## config.mk

```make
export PLATFORM = sky130hd
export DESIGN_NAME = stby_trusted_cmd
export DESIGN_NICKNAME = d
export VERILOG_FILES = /design/src/stby_trusted_pkg.sv /design/src/stby_trusted_cmd.sv
export SDC_FILE = /design/constraint.sdc
export NUM_CORES = 1
export LEC_CHECK = 0
export BUFFER_PORTS_ARGS = -buffer_cell sky130_fd_sc_hd__buf_2
export CAP_MARGIN = 20
export CORE_MARGIN = 1
export CORE_UTILIZATION = 41
export DETAILED_ROUTE_END_ITERATION = 7
export GPL_ROUTABILITY_DRIVEN = 1
export HOLD_SLACK_MARGIN = 0.1
export SYNTH_ARGS = -nofsm -noshare
export SYNTH_HDL_FRONTEND = slang
export SYNTH_SLANG_ARGS = --single-unit
```

## constraint.sdc

```tcl
create_clock -name mclk -period 5.9 [get_ports mclk]
set_clock_uncertainty 0.2 [all_clocks]
set_input_delay 0.59 -clock mclk [delete_from_list [all_inputs] [get_ports mclk]]
set_output_delay 0.59 -clock mclk [all_outputs]
set_load 0.05 [all_outputs]
```

## src/stby_trusted_pkg.sv

```systemverilog
// constants for the standby / trusted receive command handler
// assumes one 25 MHz clock and an AHB-Lite register port
package stby_trusted_pkg;
    // clock and one-second tick
    localparam int CLK_PERIOD_NS = 40;
    localparam int SEC_NS = 1000000000;
    localparam int SEC_CYCLES = SEC_NS / CLK_PERIOD_NS;
    // register byte offsets
    localparam logic [7:0] OFS_DATA = 8'h00;
    localparam logic [7:0] OFS_ERROR = 8'h04;
    localparam logic [7:0] OFS_FEATURE = 8'h08;
    localparam logic [7:0] OFS_SECCNT = 8'h0c;
    localparam logic [7:0] OFS_COMMAND = 8'h10;
    localparam logic [7:0] OFS_STATUS = 8'h14;
    localparam logic [7:0] OFS_POWER = 8'h18;
    // opcodes
    localparam logic [7:0] OP_STBY = 8'he2;
    localparam logic [7:0] OP_STBY_ALT = 8'h96;
    localparam logic [7:0] OP_STBY_IMM = 8'he0;
    localparam logic [7:0] OP_STBY_IMM_ALT = 8'h94;
    localparam logic [7:0] OP_TRX_PIO = 8'h5c;
    localparam logic [7:0] OP_TRX_DMA = 8'h5d;
    // status and error bit positions
    localparam int ST_BSY = 7;
    localparam int ST_RDY = 6;
    localparam int ST_DF = 5;
    localparam int ST_DSC = 4;
    localparam int ST_DRQ = 3;
    localparam int ST_ERR = 0;
    localparam int ER_ABT = 2;
    // timeout decode, intervals in seconds
    localparam logic [7:0] TMO_OFF = 8'h00;
    localparam logic [7:0] TMO_LIN_MAX = 8'hf0;
    localparam logic [7:0] TMO_HH_MAX = 8'hfb;
    localparam logic [7:0] TMO_C252 = 8'hfc;
    localparam logic [7:0] TMO_C253 = 8'hfd;
    localparam logic [7:0] TMO_C254 = 8'hfe;
    localparam logic [14:0] TMO_LIN_STEP = 15'h0005;
    localparam logic [14:0] TMO_HH_STEP = 15'h0708;
    localparam logic [14:0] TMO_S252 = 15'h04ec;
    localparam logic [14:0] TMO_S253 = 15'h7080;
    localparam logic [14:0] TMO_S254 = 15'h04f6;
    localparam logic [14:0] TMO_S255 = 15'h04fb;
    // packet geometry: 256 words of 16 bits
    localparam logic [7:0] WORD_LAST = 8'hff;
    localparam logic [8:0] PKT_FULL = 9'h100;
endpackage
```

## src/stby_trusted_cmd.sv

```systemverilog
// standby, standby immediate and trusted receive (pio / dma) handler
// assumes an AHB-Lite master, a cache, spindle control and a dma channel
// Functional notes
// standby opcode enters standby and loads the power-down timeout parameter
// flush cached writes before spin-down; interface stays active
// spindle already stopped: skip spin-down sequence
// accept commands in standby; media transfer waits for spindle speed
// power-down countdown runs only in idle
// timeout zero disables auto power-down, non-zero enables it
// codes 241..251 give (code-240) times 30 minutes
// 1..240 give code*5 s; 252..255 give fixed intervals
// enabled timer expiring without host access enters standby
// host access reloads the full interval
// standby immediate opcode enters standby at once
// standby immediate keeps stored timeout parameter
// trusted receive returns 512-byte packets over pio
// packet content depends on the feature protocol byte
// pio data register moves 16 bits per access
// trusted receive dma returns 512-byte packets over dma
// host sets up its dma channel before the opcode
// dma words move only while dmarq is asserted, on host acks
// dma command raises one interrupt, at the end
// completion clears busy and fault; abort sets abt and err
//
// Local design decisions: the AHB-Lite register port and the register offsets.
`timescale 1ns/1ps
module stby_trusted_cmd #(
    parameter int SEC_CYCLES = stby_trusted_pkg::SEC_CYCLES
) (
    // clock and reset
    input wire logic mclk,
    input wire logic arst_n,
    // ahb-lite slave
    input wire logic hsel,
    input wire logic [7:0] haddr,
    input wire logic [1:0] htrans,
    input wire logic hwrite,
    input wire logic [2:0] hsize,
    input wire logic [31:0] hwdata,
    input wire logic hready,
    output logic [31:0] hrdata,
    output logic hreadyout,
    output logic hresp,
    // cache and spindle
    output logic cache_flush_req,
    input wire logic cache_flush_done,
    output logic spin_down_req,
    output logic spin_up_req,
    input wire logic spindle_stopped,
    input wire logic spindle_at_speed,
    // dma channel
    output logic dmarq,
    input wire logic dmack,
    output logic [15:0] dma_data,
    // host interrupt
    output logic intrq
);
    typedef enum logic [2:0] {
        S_IDLE, S_FLUSH, S_SPDN, S_SPUP, S_PIO, S_DMA
    } state_t;

    // timeout code to seconds
    function automatic logic [14:0] tmo_secs(input logic [7:0] c);
        logic [14:0] w;
        w = {7'h00, c};
        if (c <= stby_trusted_pkg::TMO_LIN_MAX)
            return 15'(w * stby_trusted_pkg::TMO_LIN_STEP);
        else if (c <= stby_trusted_pkg::TMO_HH_MAX)
            return 15'((w - {7'h00, stby_trusted_pkg::TMO_LIN_MAX})
                * stby_trusted_pkg::TMO_HH_STEP);
        else if (c == stby_trusted_pkg::TMO_C252)
            return stby_trusted_pkg::TMO_S252;
        else if (c == stby_trusted_pkg::TMO_C253)
            return stby_trusted_pkg::TMO_S253;
        else if (c == stby_trusted_pkg::TMO_C254)
            return stby_trusted_pkg::TMO_S254;
        else
            return stby_trusted_pkg::TMO_S255;
    endfunction

    // packet word from protocol byte and position
    function automatic logic [15:0] pkt_word(input logic [7:0] f, input logic [7:0] i);
        return {f, i ^ f};
    endfunction

    logic rst_a_ff, rst_n;
    always_ff @(posedge mclk or negedge arst_n) begin
        if (!arst_n) begin
            rst_a_ff <= 1'b0;
            rst_n <= 1'b0;
        end else begin
            rst_a_ff <= 1'b1;
            rst_n <= rst_a_ff;
        end
    end

    // pin synchronisers; dmack gets a third stage for edge detect
    logic [1:0] fd_sy, st_sy, sp_sy;
    logic [2:0] ak_sy;
    always_ff @(posedge mclk or negedge rst_n) begin
        if (!rst_n) begin
            fd_sy <= 2'b00;
            st_sy <= 2'b00;
            sp_sy <= 2'b00;
            ak_sy <= 3'b000;
        end else begin
            fd_sy <= {fd_sy[0], cache_flush_done};
            st_sy <= {st_sy[0], spindle_stopped};
            sp_sy <= {sp_sy[0], spindle_at_speed};
            ak_sy <= {ak_sy[1:0], dmack};
        end
    end
    logic flush_done_s, stopped_s, at_speed_s, ack_pulse;
    assign flush_done_s = fd_sy[1];
    assign stopped_s = st_sy[1];
    assign at_speed_s = sp_sy[1];
    assign ack_pulse = ak_sy[1] & ~ak_sy[2];

    // bus address phase
    logic acc, rd_data;
    logic wr_ff;
    logic [7:0] wa_ff;
    assign acc = hsel & htrans[1] & hready;
    assign hreadyout = 1'b1;
    assign hresp = 1'b0;

    state_t state_ff, nxt_state;
    logic [7:0] feat_ff, seccnt_ff, param_ff, err_ff;
    logic [7:0] word_ff;
    logic [8:0] pkts_ff;
    logic err_st_ff, auto_ff, dma_cmd_ff;
    logic [14:0] remain_ff;
    logic [31:0] tick_ff;
    logic [15:0] pio_word_ff;

    assign rd_data = acc & ~hwrite & (haddr == stby_trusted_pkg::OFS_DATA)
        & (state_ff == S_PIO);

    always_ff @(posedge mclk or negedge rst_n) begin
        if (!rst_n) begin
            wr_ff <= 1'b0;
            wa_ff <= 8'h00;
        end else begin
            wr_ff <= acc & hwrite;
            wa_ff <= haddr;
        end
    end

    // command decode in the write data phase
    logic cmd_wr, busy, is_stby, is_imm, is_trx, accept;
    assign cmd_wr = wr_ff & (wa_ff == stby_trusted_pkg::OFS_COMMAND);
    assign busy = (state_ff != S_IDLE);
    assign accept = cmd_wr & ~busy;
    assign is_stby = (hwdata[7:0] == stby_trusted_pkg::OP_STBY)
        | (hwdata[7:0] == stby_trusted_pkg::OP_STBY_ALT);
    assign is_imm = (hwdata[7:0] == stby_trusted_pkg::OP_STBY_IMM)
        | (hwdata[7:0] == stby_trusted_pkg::OP_STBY_IMM_ALT);
    assign is_trx = (hwdata[7:0] == stby_trusted_pkg::OP_TRX_PIO)
        | (hwdata[7:0] == stby_trusted_pkg::OP_TRX_DMA);

    logic last_word, expire, fin, fin_abort;
    assign last_word = (word_ff == stby_trusted_pkg::WORD_LAST) && (pkts_ff == 9'h001);
    assign expire = (state_ff == S_IDLE) && (param_ff != stby_trusted_pkg::TMO_OFF)
        && !stopped_s && !acc && !cmd_wr && (remain_ff == 15'h0001)
        && (tick_ff == 32'(SEC_CYCLES - 1));

    always_comb begin
        nxt_state = state_ff;
        fin = 1'b0;
        fin_abort = 1'b0;
        case (state_ff)
            S_IDLE: begin
                if (accept) begin
                    if (is_stby || is_imm) begin
                        if (stopped_s)
                            fin = 1'b1;
                        else
                            nxt_state = S_FLUSH;
                    end else if (is_trx) begin
                        nxt_state = !at_speed_s ? S_SPUP
                            : (hwdata[0] ? S_DMA : S_PIO);
                    end else begin
                        fin = 1'b1;
                        fin_abort = 1'b1;
                    end
                end else if (expire) begin
                    nxt_state = S_FLUSH;
                end
            end
            S_FLUSH: if (flush_done_s) nxt_state = S_SPDN;
            S_SPDN: begin
                if (stopped_s) begin
                    nxt_state = S_IDLE;
                    fin = ~auto_ff;
                end
            end
            S_SPUP: if (at_speed_s) nxt_state = dma_cmd_ff ? S_DMA : S_PIO;
            S_PIO: begin
                if (rd_data && last_word) begin
                    nxt_state = S_IDLE;
                    fin = 1'b1;
                end
            end
            S_DMA: begin
                if (ack_pulse && last_word) begin
                    nxt_state = S_IDLE;
                    fin = 1'b1;
                end
            end
            default: nxt_state = S_IDLE;
        endcase
    end

    always_ff @(posedge mclk or negedge rst_n) begin
        if (!rst_n) begin
            state_ff <= S_IDLE;
            auto_ff <= 1'b0;
            dma_cmd_ff <= 1'b0;
        end else begin
            state_ff <= nxt_state;
            if (accept) begin
                auto_ff <= 1'b0;
                dma_cmd_ff <= hwdata[0];
            end else if (expire) begin
                auto_ff <= 1'b1;
            end
        end
    end

    // host-written registers; immediate leaves the parameter alone
    always_ff @(posedge mclk or negedge rst_n) begin
        if (!rst_n) begin
            feat_ff <= 8'h00;
            seccnt_ff <= 8'h00;
            param_ff <= stby_trusted_pkg::TMO_OFF;
        end else begin
            if (wr_ff && !busy && wa_ff == stby_trusted_pkg::OFS_FEATURE)
                feat_ff <= hwdata[7:0];
            if (wr_ff && !busy && wa_ff == stby_trusted_pkg::OFS_SECCNT)
                seccnt_ff <= hwdata[7:0];
            if (accept && is_stby)
                param_ff <= seccnt_ff;
        end
    end

    // auto power-down countdown
    always_ff @(posedge mclk or negedge rst_n) begin
        if (!rst_n) begin
            remain_ff <= 15'h0000;
            tick_ff <= 32'h0000_0000;
        end else if (state_ff != S_IDLE || stopped_s || acc || cmd_wr) begin
            remain_ff <= tmo_secs(param_ff);
            tick_ff <= 32'h0000_0000;
        end else if (param_ff != stby_trusted_pkg::TMO_OFF) begin
            if (tick_ff == 32'(SEC_CYCLES - 1)) begin
                tick_ff <= 32'h0000_0000;
                remain_ff <= (remain_ff == 15'h0001) ? tmo_secs(param_ff)
                    : remain_ff - 15'h0001;
            end else begin
                tick_ff <= tick_ff + 32'h0000_0001;
            end
        end
    end

    // packet stream; sector count 0 means 256 packets
    logic adv;
    assign adv = ((state_ff == S_PIO) && rd_data)
        || ((state_ff == S_DMA) && ack_pulse);
    always_ff @(posedge mclk or negedge rst_n) begin
        if (!rst_n) begin
            word_ff <= 8'h00;
            pkts_ff <= 9'h000;
        end else if (accept && is_trx) begin
            word_ff <= 8'h00;
            pkts_ff <= (seccnt_ff == 8'h00) ? stby_trusted_pkg::PKT_FULL
                : {1'b0, seccnt_ff};
        end else if (adv) begin
            word_ff <= word_ff + 8'h01;
            if (word_ff == stby_trusted_pkg::WORD_LAST)
                pkts_ff <= pkts_ff - 9'h001;
        end
    end

    always_ff @(posedge mclk or negedge rst_n) begin
        if (!rst_n) begin
            pio_word_ff <= 16'h0000;
        end else begin
            pio_word_ff <= pkt_word(feat_ff, adv ? word_ff + 8'h01 : word_ff);
        end
    end
    assign dma_data = pio_word_ff;

    // status, error and interrupt; a new event beats a status read
    logic st_rd;
    assign st_rd = acc & ~hwrite & (haddr == stby_trusted_pkg::OFS_STATUS);
    always_ff @(posedge mclk or negedge rst_n) begin
        if (!rst_n) begin
            err_ff <= 8'h00;
            err_st_ff <= 1'b0;
            intrq <= 1'b0;
        end else begin
            if (accept) begin
                err_ff <= 8'h00;
                err_st_ff <= 1'b0;
            end
            if (fin) begin
                err_ff[stby_trusted_pkg::ER_ABT] <= fin_abort;
                err_st_ff <= fin_abort;
            end
            if (fin)
                intrq <= 1'b1;
            else if (st_rd)
                intrq <= 1'b0;
        end
    end

    logic [7:0] status;
    always_comb begin
        status = 8'h00;
        status[stby_trusted_pkg::ST_BSY] = busy && state_ff != S_PIO && state_ff != S_DMA;
        status[stby_trusted_pkg::ST_RDY] = !status[stby_trusted_pkg::ST_BSY];
        status[stby_trusted_pkg::ST_DF] = 1'b0;
        status[stby_trusted_pkg::ST_DSC] = at_speed_s;
        status[stby_trusted_pkg::ST_DRQ] = (state_ff == S_PIO);
        status[stby_trusted_pkg::ST_ERR] = err_st_ff;
    end

    always_ff @(posedge mclk or negedge rst_n) begin
        if (!rst_n) begin
            hrdata <= 32'h0000_0000;
        end else if (acc && !hwrite) begin
            case (haddr)
                stby_trusted_pkg::OFS_DATA: hrdata <= {16'h0000, pio_word_ff};
                stby_trusted_pkg::OFS_ERROR: hrdata <= {24'h000000, err_ff};
                stby_trusted_pkg::OFS_FEATURE: hrdata <= {24'h000000, feat_ff};
                stby_trusted_pkg::OFS_SECCNT: hrdata <= {24'h000000, seccnt_ff};
                stby_trusted_pkg::OFS_STATUS: hrdata <= {24'h000000, status};
                stby_trusted_pkg::OFS_POWER: hrdata <= {23'h000000, stopped_s, param_ff};
                default: hrdata <= 32'h0000_0000;
            endcase
        end
    end

    assign cache_flush_req = (state_ff == S_FLUSH);
    assign spin_down_req = (state_ff == S_SPDN);
    assign spin_up_req = (state_ff == S_SPUP);
    assign dmarq = (state_ff == S_DMA);
endmodule

```

==> results of run 1 <==
-- area by class of cell --
class / instances / area [um2] / area share, %
clock inverter: 15 / 183 / 1.88
sequential: 147 / 3680 / 37.8
inverter: 33 / 124 / 1.27
tap: 270 / 338 / 3.47
timing repair buffer: 78 / 450 / 4.62
multi-input combinational: 645 / 4540 / 46.6
clock buffer: 17 / 425 / 4.37
-- repair_timing --
item / 4_1_cts / 5_1_grt
resized for setup: 0 / 0
endpoints found under the hold margin: 9 / 0
hold buffers: 8 / 0
buffers inserted: 0 / 0
-- power groups by stage --
stage          Sequential (mW)  Clock, mW  Combinational, mW
4_1_cts                   1.17       1.12              0.656
5_1_grt                   1.19       1.16              0.724
3_3_place_gp              1.19          0              0.641
2_1_floorplan             1.18          0              0.514
3_5_place_dp              1.19          0              0.650
6_report                  1.17       1.09              0.654
-- registers in the layout (all words and copies together) (netlist names), 8 cells and up --
register / count
remain_ff: 15
hrdata: 16
wa_ff: 8
dma_data: 16
pkts_ff: 9
param_ff: 8
word_ff: 8
tick_ff: 32
feat_ff: 8
seccnt_ff: 8
-- worst max-delay path: cells and delay by family (launching register included) --
kind            cells  cell delay [ps]
buf+inv             2              210
xor+xnor            2              330
compound gates      4              590
fa+ha+maj           5             2130
flops               1              620
-- final timing paths --
kind / endpoint / depth (start not counted) / slack (ps) / startpoint
worst max-delay path: remain_ff[14] / 13 / 1670 / param_ff[2]
worst min-delay path: fd_sy[1] / 0 / 120 / rst_n
worst max register to register: remain_ff[14] / 13 / 1670 / param_ff[2]
worst min register to register: fd_sy[1] / 0 / 120 / rst_n
max in group asynchronous: tick_ff[25] / 1 / 4250 / rst_n
min in group mclk: wa_ff[5] / 1 / 120 / haddr[5]
-- kinds of logic (layout without fill, tap and decap cells) --
logic type / after synthesis / after routing / synth area share (%)
AOI/OAI and AO/OA: 155 / 155 / 11.9
xor gates and xnor gates: 59 / 59 / 6.00
adders and majority gates: 51 / 51 / 8.11
buffers and inverters: 94 / 143 / 5.32
DFF: 147 / 147 / 42.7
muxes: 47 / 47 / 5.92
other: 2 / 19 / 0.0873
and+or+nand+nor: 314 / 314 / 19.9
-- metal layers --
layer	track usage (%)	share of wire, %	up-vias
met5	0	0	-
met4	5.72	1.5	0
met3	3.94	3.8	19
met2	32.1	47	138
met1	27.7	48	3198
li1	-	-	3201
-- placed cells by master (no fill, tap or decap), types with 9 or more instances in the layout --
master       n
mux2_2      31
a22o_1      12
nand3_1     24
inv_1       33
o211ai_1     9
conb_1      19
buf_2       62
nor3_1      25
nor4_1      22
nand4_1     14
xnor2_1     39
nand2_1     71
a21oi_1     27
o21ai_0     50
clkbuf_16   17
and3_1      11
nor2_1      67
or3_1       10
xor2_1      20
dfrtp_1    146
mux2i_1     16
ha_1        43
-- per-stage QoR --
step	hold WS, ps	power, mW	std cells	util [%]	worst slack, ps
floorplan	94.4	1.70	886	-	1300
global placement	134	1.83	1165	44.3	1710
detailed placement	135	1.84	1165	44.3	1680
CTS	106	2.95	1205	47.7	1650
global route	112	3.07	1205	47.7	1420
finish	121	2.92	1205	47.7	1670
==> metrics.txt, run 1 <==
status=finished, final reports clean; class of the worst hold path=flop to async pin; WP data arrival=4300 ps; #FFs+latches synth=147; worst IR drop on VDD=approximately 0.18 mV; Power Dens Cells=299 nW/um2; Post-synth EDFFs=0; Gate Count Post-Synth=roughly 870; CTS tree=yes; Synth top area share=42.7%; largest cells by area after synthesis=dfrtp_1 43%, ha_1 6.3%, mux2_2 4.1%, xnor2_1 4.0%, nand2_1 3.1%; Setup violations, final=0; Max Cap Viol=0; Async SR Flop Fraction=100%; register share of total power=40.2%; post-synth top area cell=dfrtp_1; relative slew slack=about 40%; Die Y=approximately 150 um; Layout fillers=1952; Area Overhead vs Synth=13.2%; Net Sw Power=1.04 mW; CTS HTree Levels=4; Worst setup EP type=flop; Clock Power Share=37.3%; Unique masters post-synth=81; hpwl dp=~15 mm; routed via count=6556; Initial Util=42.1%; Via density=5.44; Net Sw Frac=35.8%; leak pwr=approximately 4.4 nW; final wirelength=~21 mm; placed instance area=~9100 um2; GPL Wtd Cong=0.847; CTS max path bufs=2; root buf cell=clkbuf_16; Worst-path clk slew=70 ps; Seq/Total Area, Yosys=42.7%; initial antenna violation count=1; first-pass GRT wire length=roughly 34 mm; Worst EP required=5970 ps; drt drc=0; P_int=1.87 mW; Die Area=21600 um2; Nets=1027; # rows=52; Startpoint Class=flop; average routed wire per standard cell=17.2 um; vias in the first global route=6369; GRT Overall Usage=20.1%; Worst Path Max Fanout=9; fin crit share=71.7%; Max Slew Vio Count=0; slew of the pin with the lowest slew margin=900 ps; design area=9740 um2; setup TNS=0 ps; drt pass-1 iters=5; port buffer count=62; synthesized area=8610 um2; Worst path most repeated cell=fa_1; core box area=slightly above 20000 um2; CTS buffer count=17; die width=147 um; cell with the most instances after synthesis=dfrtp_1; clk sinks=147; post-route ant nets=0; Combinational Power Share=around 22%; remaining global-route overflow=0; Max stage delay cell, worst path=dfrtp_1; CP max stage delay=620 ps; RSZ-0062 raised after global routing=false; I/O pin count=109; diode count=0; critical path, cell by cell=inv_1 > fa_1 > inv_1 > ha_1 > fa_1 > ha_1 > fa_1 > a21o_1 > a21oi_1 > xnor2_1 > xnor2_1 > a21o_1 > o211ai_1; later-pin clock latency in the skew report=between 400 and 500 ps; largest net degree at the start of global routing=56; fmax=236 MHz; Hold Fails Final Rpt=0; syn_area_per_cell=9.90 um2; DR iter-0 viols=377; Synth top cells by count=147 x dfrtp_1, 71 x nand2_1, 67 x nor2_1; Crit Path Category=flop to flop; top_reg_cell synth=dfrtp_1; ratio of cells with drive above 1 in the final layout=16.8%; Final min period=4230 ps; YS warnings=0
Power figures use the tool's default switching activity.
==> inputs of run 2 (changes only) <==
==> constraint.sdc (replaced) <==
create_clock -name mclk -period 3.7 [get_ports mclk]
set_clock_uncertainty 0.2 [all_clocks]
set_input_delay 0.37 -clock mclk [delete_from_list [all_inputs] [get_ports mclk]]
set_output_delay 0.37 -clock mclk [all_outputs]
set_load 0.05 [all_outputs]
==> metrics.txt, run 2 (synthesis results as in run 1) <==
Worst-path clk slew=70 ps; max reg flops=32; Initial Util=between 40% and 50%; diode count=0; post-route ant nets=0; RSZ-0062 raised after global routing=true; Via density=~5.4; setup TNS=0 ps; CP max stage delay=530 ps; remaining global-route overflow=0; later-pin clock latency in the skew report=~440 ps; CTS HTree Levels=4; CTS tree=yes; port buffer count=62; CTS buffer count=17; Power Dens Cells=461 nW/um2; Die Area=21600 um2; slew of the pin with the lowest slew margin=764 ps; Nets=1073; Final min period=between 3000 and 4000 ps; most common cell after layout, fill and taps aside=dfrtp_1; Setup violations, final=0; GPL Wtd Cong=0.857; Startpoint Class=flop; critical path, cell by cell=buf_4 > fa_1 > ha_4 > fa_1 > ha_4 > fa_2 > a21o_1 > a21oi_2 > xnor2_2 > xnor2_1 > a21o_1 > o211ai_1; worst IR drop on VDD=0.284 mV; GRT Overall Usage=about 21%; initial antenna violation count=0; core box area=20400 um2; Worst EP required=3790 ps; Die Y=147 um; Worst Path Max Fanout=3; vias in the first global route=roughly 6.7k; Area Overhead vs Synth=19.1%; Crit Path Category=flop to flop; relative slew slack=between 40% and 50%; largest register by flop count=tick_ff; Max Cap Viol=0; leak pwr=4.63 nW; fin crit share=96.9%; final core utilization=between 50 and 60%; class of the worst hold path=flop to async pin; WP data arrival=3670 ps; routed via count=6749; CTS max path bufs=2; DP Worst Slack=-78.0 ps; DR iter-0 viols=440; first-pass GRT wire length=35.4 mm; status=finished, final reports clean; PnR worst setup slack=between 100 and 150 ps; # rows=52; most frequent cells in the layout=142 x dfrtp_1, 71 x nand2_1, 67 x nor2_1, 62 x buf_2, 50 x o21ai_0; average routed wire per standard cell=17.0 um; largest net degree at the start of global routing=65; Total Power=4.72 mW; final wirelength=around 21 mm; clk sinks=147; Hold Fails Final Rpt=0; die width=147 um; Max Slew Vio Count=0; fmax=about 280 MHz; drt drc=0; Worst setup EP type=flop; ratio of cells with drive above 1 in the final layout=21.0%; hpwl dp=approximately 16 mm; drt pass-1 iters=5; root buf cell=clkbuf_16; I/O pin count=109; Max stage delay cell, worst path=fa_1
-- run 2: cell count changes in the layout (fill, tap and decap cells not counted), sizes merged --
cell / before / now
inv: 41 / 39
buf: 70 / 101
clkinvlp: 1 / 2
dlygate4sd3: 8 / 23
clkinv: 6 / 7
-- run 2: worst paths after layout --
kind                              from  slack [ps]  cells past startpoint            end
min in group mclk             st_sy[0]         150                      0       st_sy[1]
max in group asynchronous        rst_n        2230                      1     hrdata[14]
hold / removal                   rst_n         140                      0       sp_sy[0]
setup / recovery           param_ff[1]         120                     12  remain_ff[14]
hold reg to reg                  rst_n         140                      0       sp_sy[0]
setup reg to reg           param_ff[1]         120                     12  remain_ff[14]
-- run 2: layout make-up --
cell class                      count  area (um2)
Clock buffer                       17         425
Clock inverter                     15         186
Fill cell                        1922       10200
Inverter                           33         124
Multi-Input combinational cell    645        4630
Sequential cell                   147        3690
Tap cell                          270         338
Timing Repair Buffer              124         858
-- run 2: power by group --
part | switching (mW) | leakage (nW) | internal [mW] | total (mW)
clock network | 0.828 | 0.290 | 0.916 | 1.74
logic | 0.743 | 2.39 | 0.400 | 1.14
registers | 0.120 | 1.95 | 1.71 | 1.83
-- run 2: repair_timing --
| item | CTS | global route |
|---|---|---|
| resized for setup | 5 | 7 |
| hold buffers | 23 | 0 |
| setup buffers | 0 | 1 |
| cloned | 0 | 0 |
| endpoints found under the hold margin | 32 | 0 |
| endpoints found under the setup margin | 1 | 2 |
| pin swaps | 5 | 7 |
-- run 2: through the flow --
| stage | hold WS [ps] | cells | area (um2) |
|---|---|---|---|
| 2_1_floorplan | -126 | 886 | 8690 |
| 3_3_place_gp | -41.7 | 1195 | 9320 |
| 3_5_place_dp | -43.1 | 1195 | 9320 |
| 4_1_cts | 151 | 1250 | 10200 |
| 5_1_grt | 162 | 1251 | 10200 |
| 6_report | 137 | 1251 | 10200 |
-- run 2: critical path, delay by kind of cell, from the launching register on --
kind                     cells  cell delay [ps]
AO/OA/AOI/OAI                4              570
XOR/XNOR                     2              280
adder cells (fa/ha/maj)      5             1820
buffers and inverters        1              150
flip-flops                   1              420
-- run 2: routing by layer --
| metal | part of all wire (%) | GRT usage [%] | vias to the layer above |
|---|---|---|---|
| li1 | - | - | 3283 |
| met1 | 47 | 28.9 | 3295 |
| met2 | 47 | 32.4 | 143 |
| met3 | 3.9 | 3.82 | 28 |
| met4 | 2.1 | 7.32 | 0 |
| met5 | 0 | 0 | - |
==> inputs of run 3 (changes only) <==
--- a/config.mk
+++ b/config.mk
@@ -6,12 +6,13 @@
 export NUM_CORES = 1
 export LEC_CHECK = 0
 export BUFFER_PORTS_ARGS = -buffer_cell sky130_fd_sc_hd__buf_2
-export CAP_MARGIN = 20
 export CORE_MARGIN = 1
 export CORE_UTILIZATION = 41
 export DETAILED_ROUTE_END_ITERATION = 7
 export GPL_ROUTABILITY_DRIVEN = 1
+export GPL_TIMING_DRIVEN = 0
 export HOLD_SLACK_MARGIN = 0.1
+export PLACE_DENSITY = 0.72
 export SYNTH_ARGS = -nofsm -noshare
 export SYNTH_HDL_FRONTEND = slang
 export SYNTH_SLANG_ARGS = --single-unit
==> metrics.txt, run 3 (synthesis results as in run 1) <==
fmax=~270 MHz; remaining global-route overflow=0; failing checks=setup timing; Total Power=4.73 mW; multi-input logic area=4590 um2; setup TNS=-39.8 ps; Non-Filler Instances=1283; port buffer count=62; RSZ-0062 raised after global routing=true; I/O pin count=around 110; Crit Path Category=flop to flop; slew of the pin with the lowest slew margin=718 ps; Highest Signal Layer=met4; Final min period=3740 ps; first-pass GRT wire length=35.4 mm; Startpoint Class=flop; relative slew slack=approximately 52%; critical path, cell by cell=inv_2 > fa_1 > inv_2 > ha_4 > fa_1 > ha_4 > fa_2 > a21o_1 > a21oi_2 > xnor2_1 > xnor2_1 > a21o_1 > o211ai_1; DP Worst Slack=-355 ps; met2 routed WL=10.3 mm; Hold Fails Final Rpt=0; later-pin clock latency in the skew report=between 400 and 500 ps; clk sinks=between 100 and 150; GPL Wtd Cong=between 0.8 and 0.9; FF/Latch Area=between 3000 and 4000 um2; met1 WL=9.28 mm; Worst-path clk slew=70 ps; Max Cap Viol=0; average routed wire per standard cell=16.6 um; diode count=0; WL met3=1.12 mm; CTS tree=yes; ratio of cells with drive above 1 in the final layout=20.5%; post-route ant nets=0; Initial Util=42.1%; most frequent cells in the layout=140 x dfrtp_1, 71 x nand2_1, 70 x buf_2, 67 x nor2_1, 50 x o21ai_0; design area=10400 um2; Setup violations, final=1; fin crit share=101%; class of the worst hold path=flop to async pin; Worst Path Max Fanout=3; Die Y=147 um; Nets=between 1k and 1.5k; root buf cell=clkbuf_16; Area Overhead vs Synth=20.4%; CTS max path bufs=2; CP top delay family=adder cells; status=complete, but fails checks; GRT Overall Usage=20.9%; max reg flops=32; Die Area=21600 um2; Via density=5.44; routed via count=6975; drt drc=0; drt pass-1 iters=7; placed instance area=around 9400 um2; final core utilization=50.7%; Worst EP required=roughly 3800 ps; most common cell after layout, fill and taps aside=dfrtp_1; initial antenna violation count=0; final wirelength=21.3 mm; CTS buffer count=17; die width=147 um; CTS HTree Levels=4; worst IR drop on VDD=approximately 0.33 mV; # rows=52; Worst Path Buf+Inv=2; hpwl dp=~15 mm; largest net degree at the start of global routing=72; Worst setup EP type=flop; Max Slew Vio Count=0; dpl cells=1220; Max stage delay cell, worst path=fa_1; vias in the first global route=6850; CP max stage delay=580 ps; core box area=20400 um2; PnR worst setup slack=-39.8 ps; leak pwr=between 4 and 5 nW; Layout fillers=roughly 1.9k; DR iter-0 viols=517; Power Dens Cells=456 nW/um2; largest register by flop count=tick_ff; WP data arrival=~3900 ps; Min Hold Slack=108 ps
run 3: cell types whose count changed in the layout (fill, tap and decap cells not counted), moves of 2 or more:
| cell | before | now |
|---|---|---|
| buf_4 | 37 | 26 |
| dfrtp_1 | 142 | 140 |
| buf_2 | 62 | 70 |
| dfrtp_2 | 4 | 6 |
| inv_6 | 1 | 4 |
| clkbuf_1 | 0 | 27 |
| clkbuf_2 | 0 | 2 |
| buf_6 | 0 | 3 |
run 3: per-layer routing:
metal	up-vias	global-route usage [%]
met2	212	34.3
met3	43	4.16
met5	-	0
li1	3364	-
met1	3356	27.3
met4	0	8.20
run 3: report_power, final:
| part | switching, mW | total (mW) | internal (mW) |
|---|---|---|---|
| Combinational | 0.743 | 1.15 | 0.411 |
| Clock | 0.820 | 1.73 | 0.914 |
| Sequential | 0.127 | 1.84 | 1.71 |
run 3: area by class of cell:
class	count	share of cell area [%]
Clock buffer	17	4.10
Multi-Input combinational cell	645	44.3
Tap cell	270	3.26
Sequential cell	147	35.6
Inverter	33	1.24
Timing Repair Buffer	96	6.52
Clock inverter	15	1.77
Buffer	60	3.19
run 3: path summary, 6_finish.rpt:
path / cells past startpoint / slack, ps / end / startpoint
worst max-delay path: 13 / -40 / remain_ff[14] / param_ff[2]
worst min-delay path: 0 / 110 / tick_ff[10] / rst_n
worst max register to register: 13 / -40 / remain_ff[14] / param_ff[2]
worst min register to register: 0 / 110 / tick_ff[10] / rst_n
max in group asynchronous: 2 / 2200 / hrdata[0] / rst_n
min in group mclk: 0 / 150 / ak_sy[1] / ak_sy[0]
run 3: worst register-to-register path: cells and delay by family, from the launching register on:
family	cells	cell delay, ps
compound gates	4	680
flops	1	430
xor+xnor	2	270
buf+inv	2	120
fa+ha+maj	5	1940
run 3: what timing repair did:
item / 4_1_cts / 5_1_grt
hold buffers: 23 / 0
endpoints found under the setup margin: 3 / 2
gates resized for setup: 11 / 4
endpoints found under the hold margin: 32 / 0
pin swaps: 7 / 11
setup buffers: 8 / 1
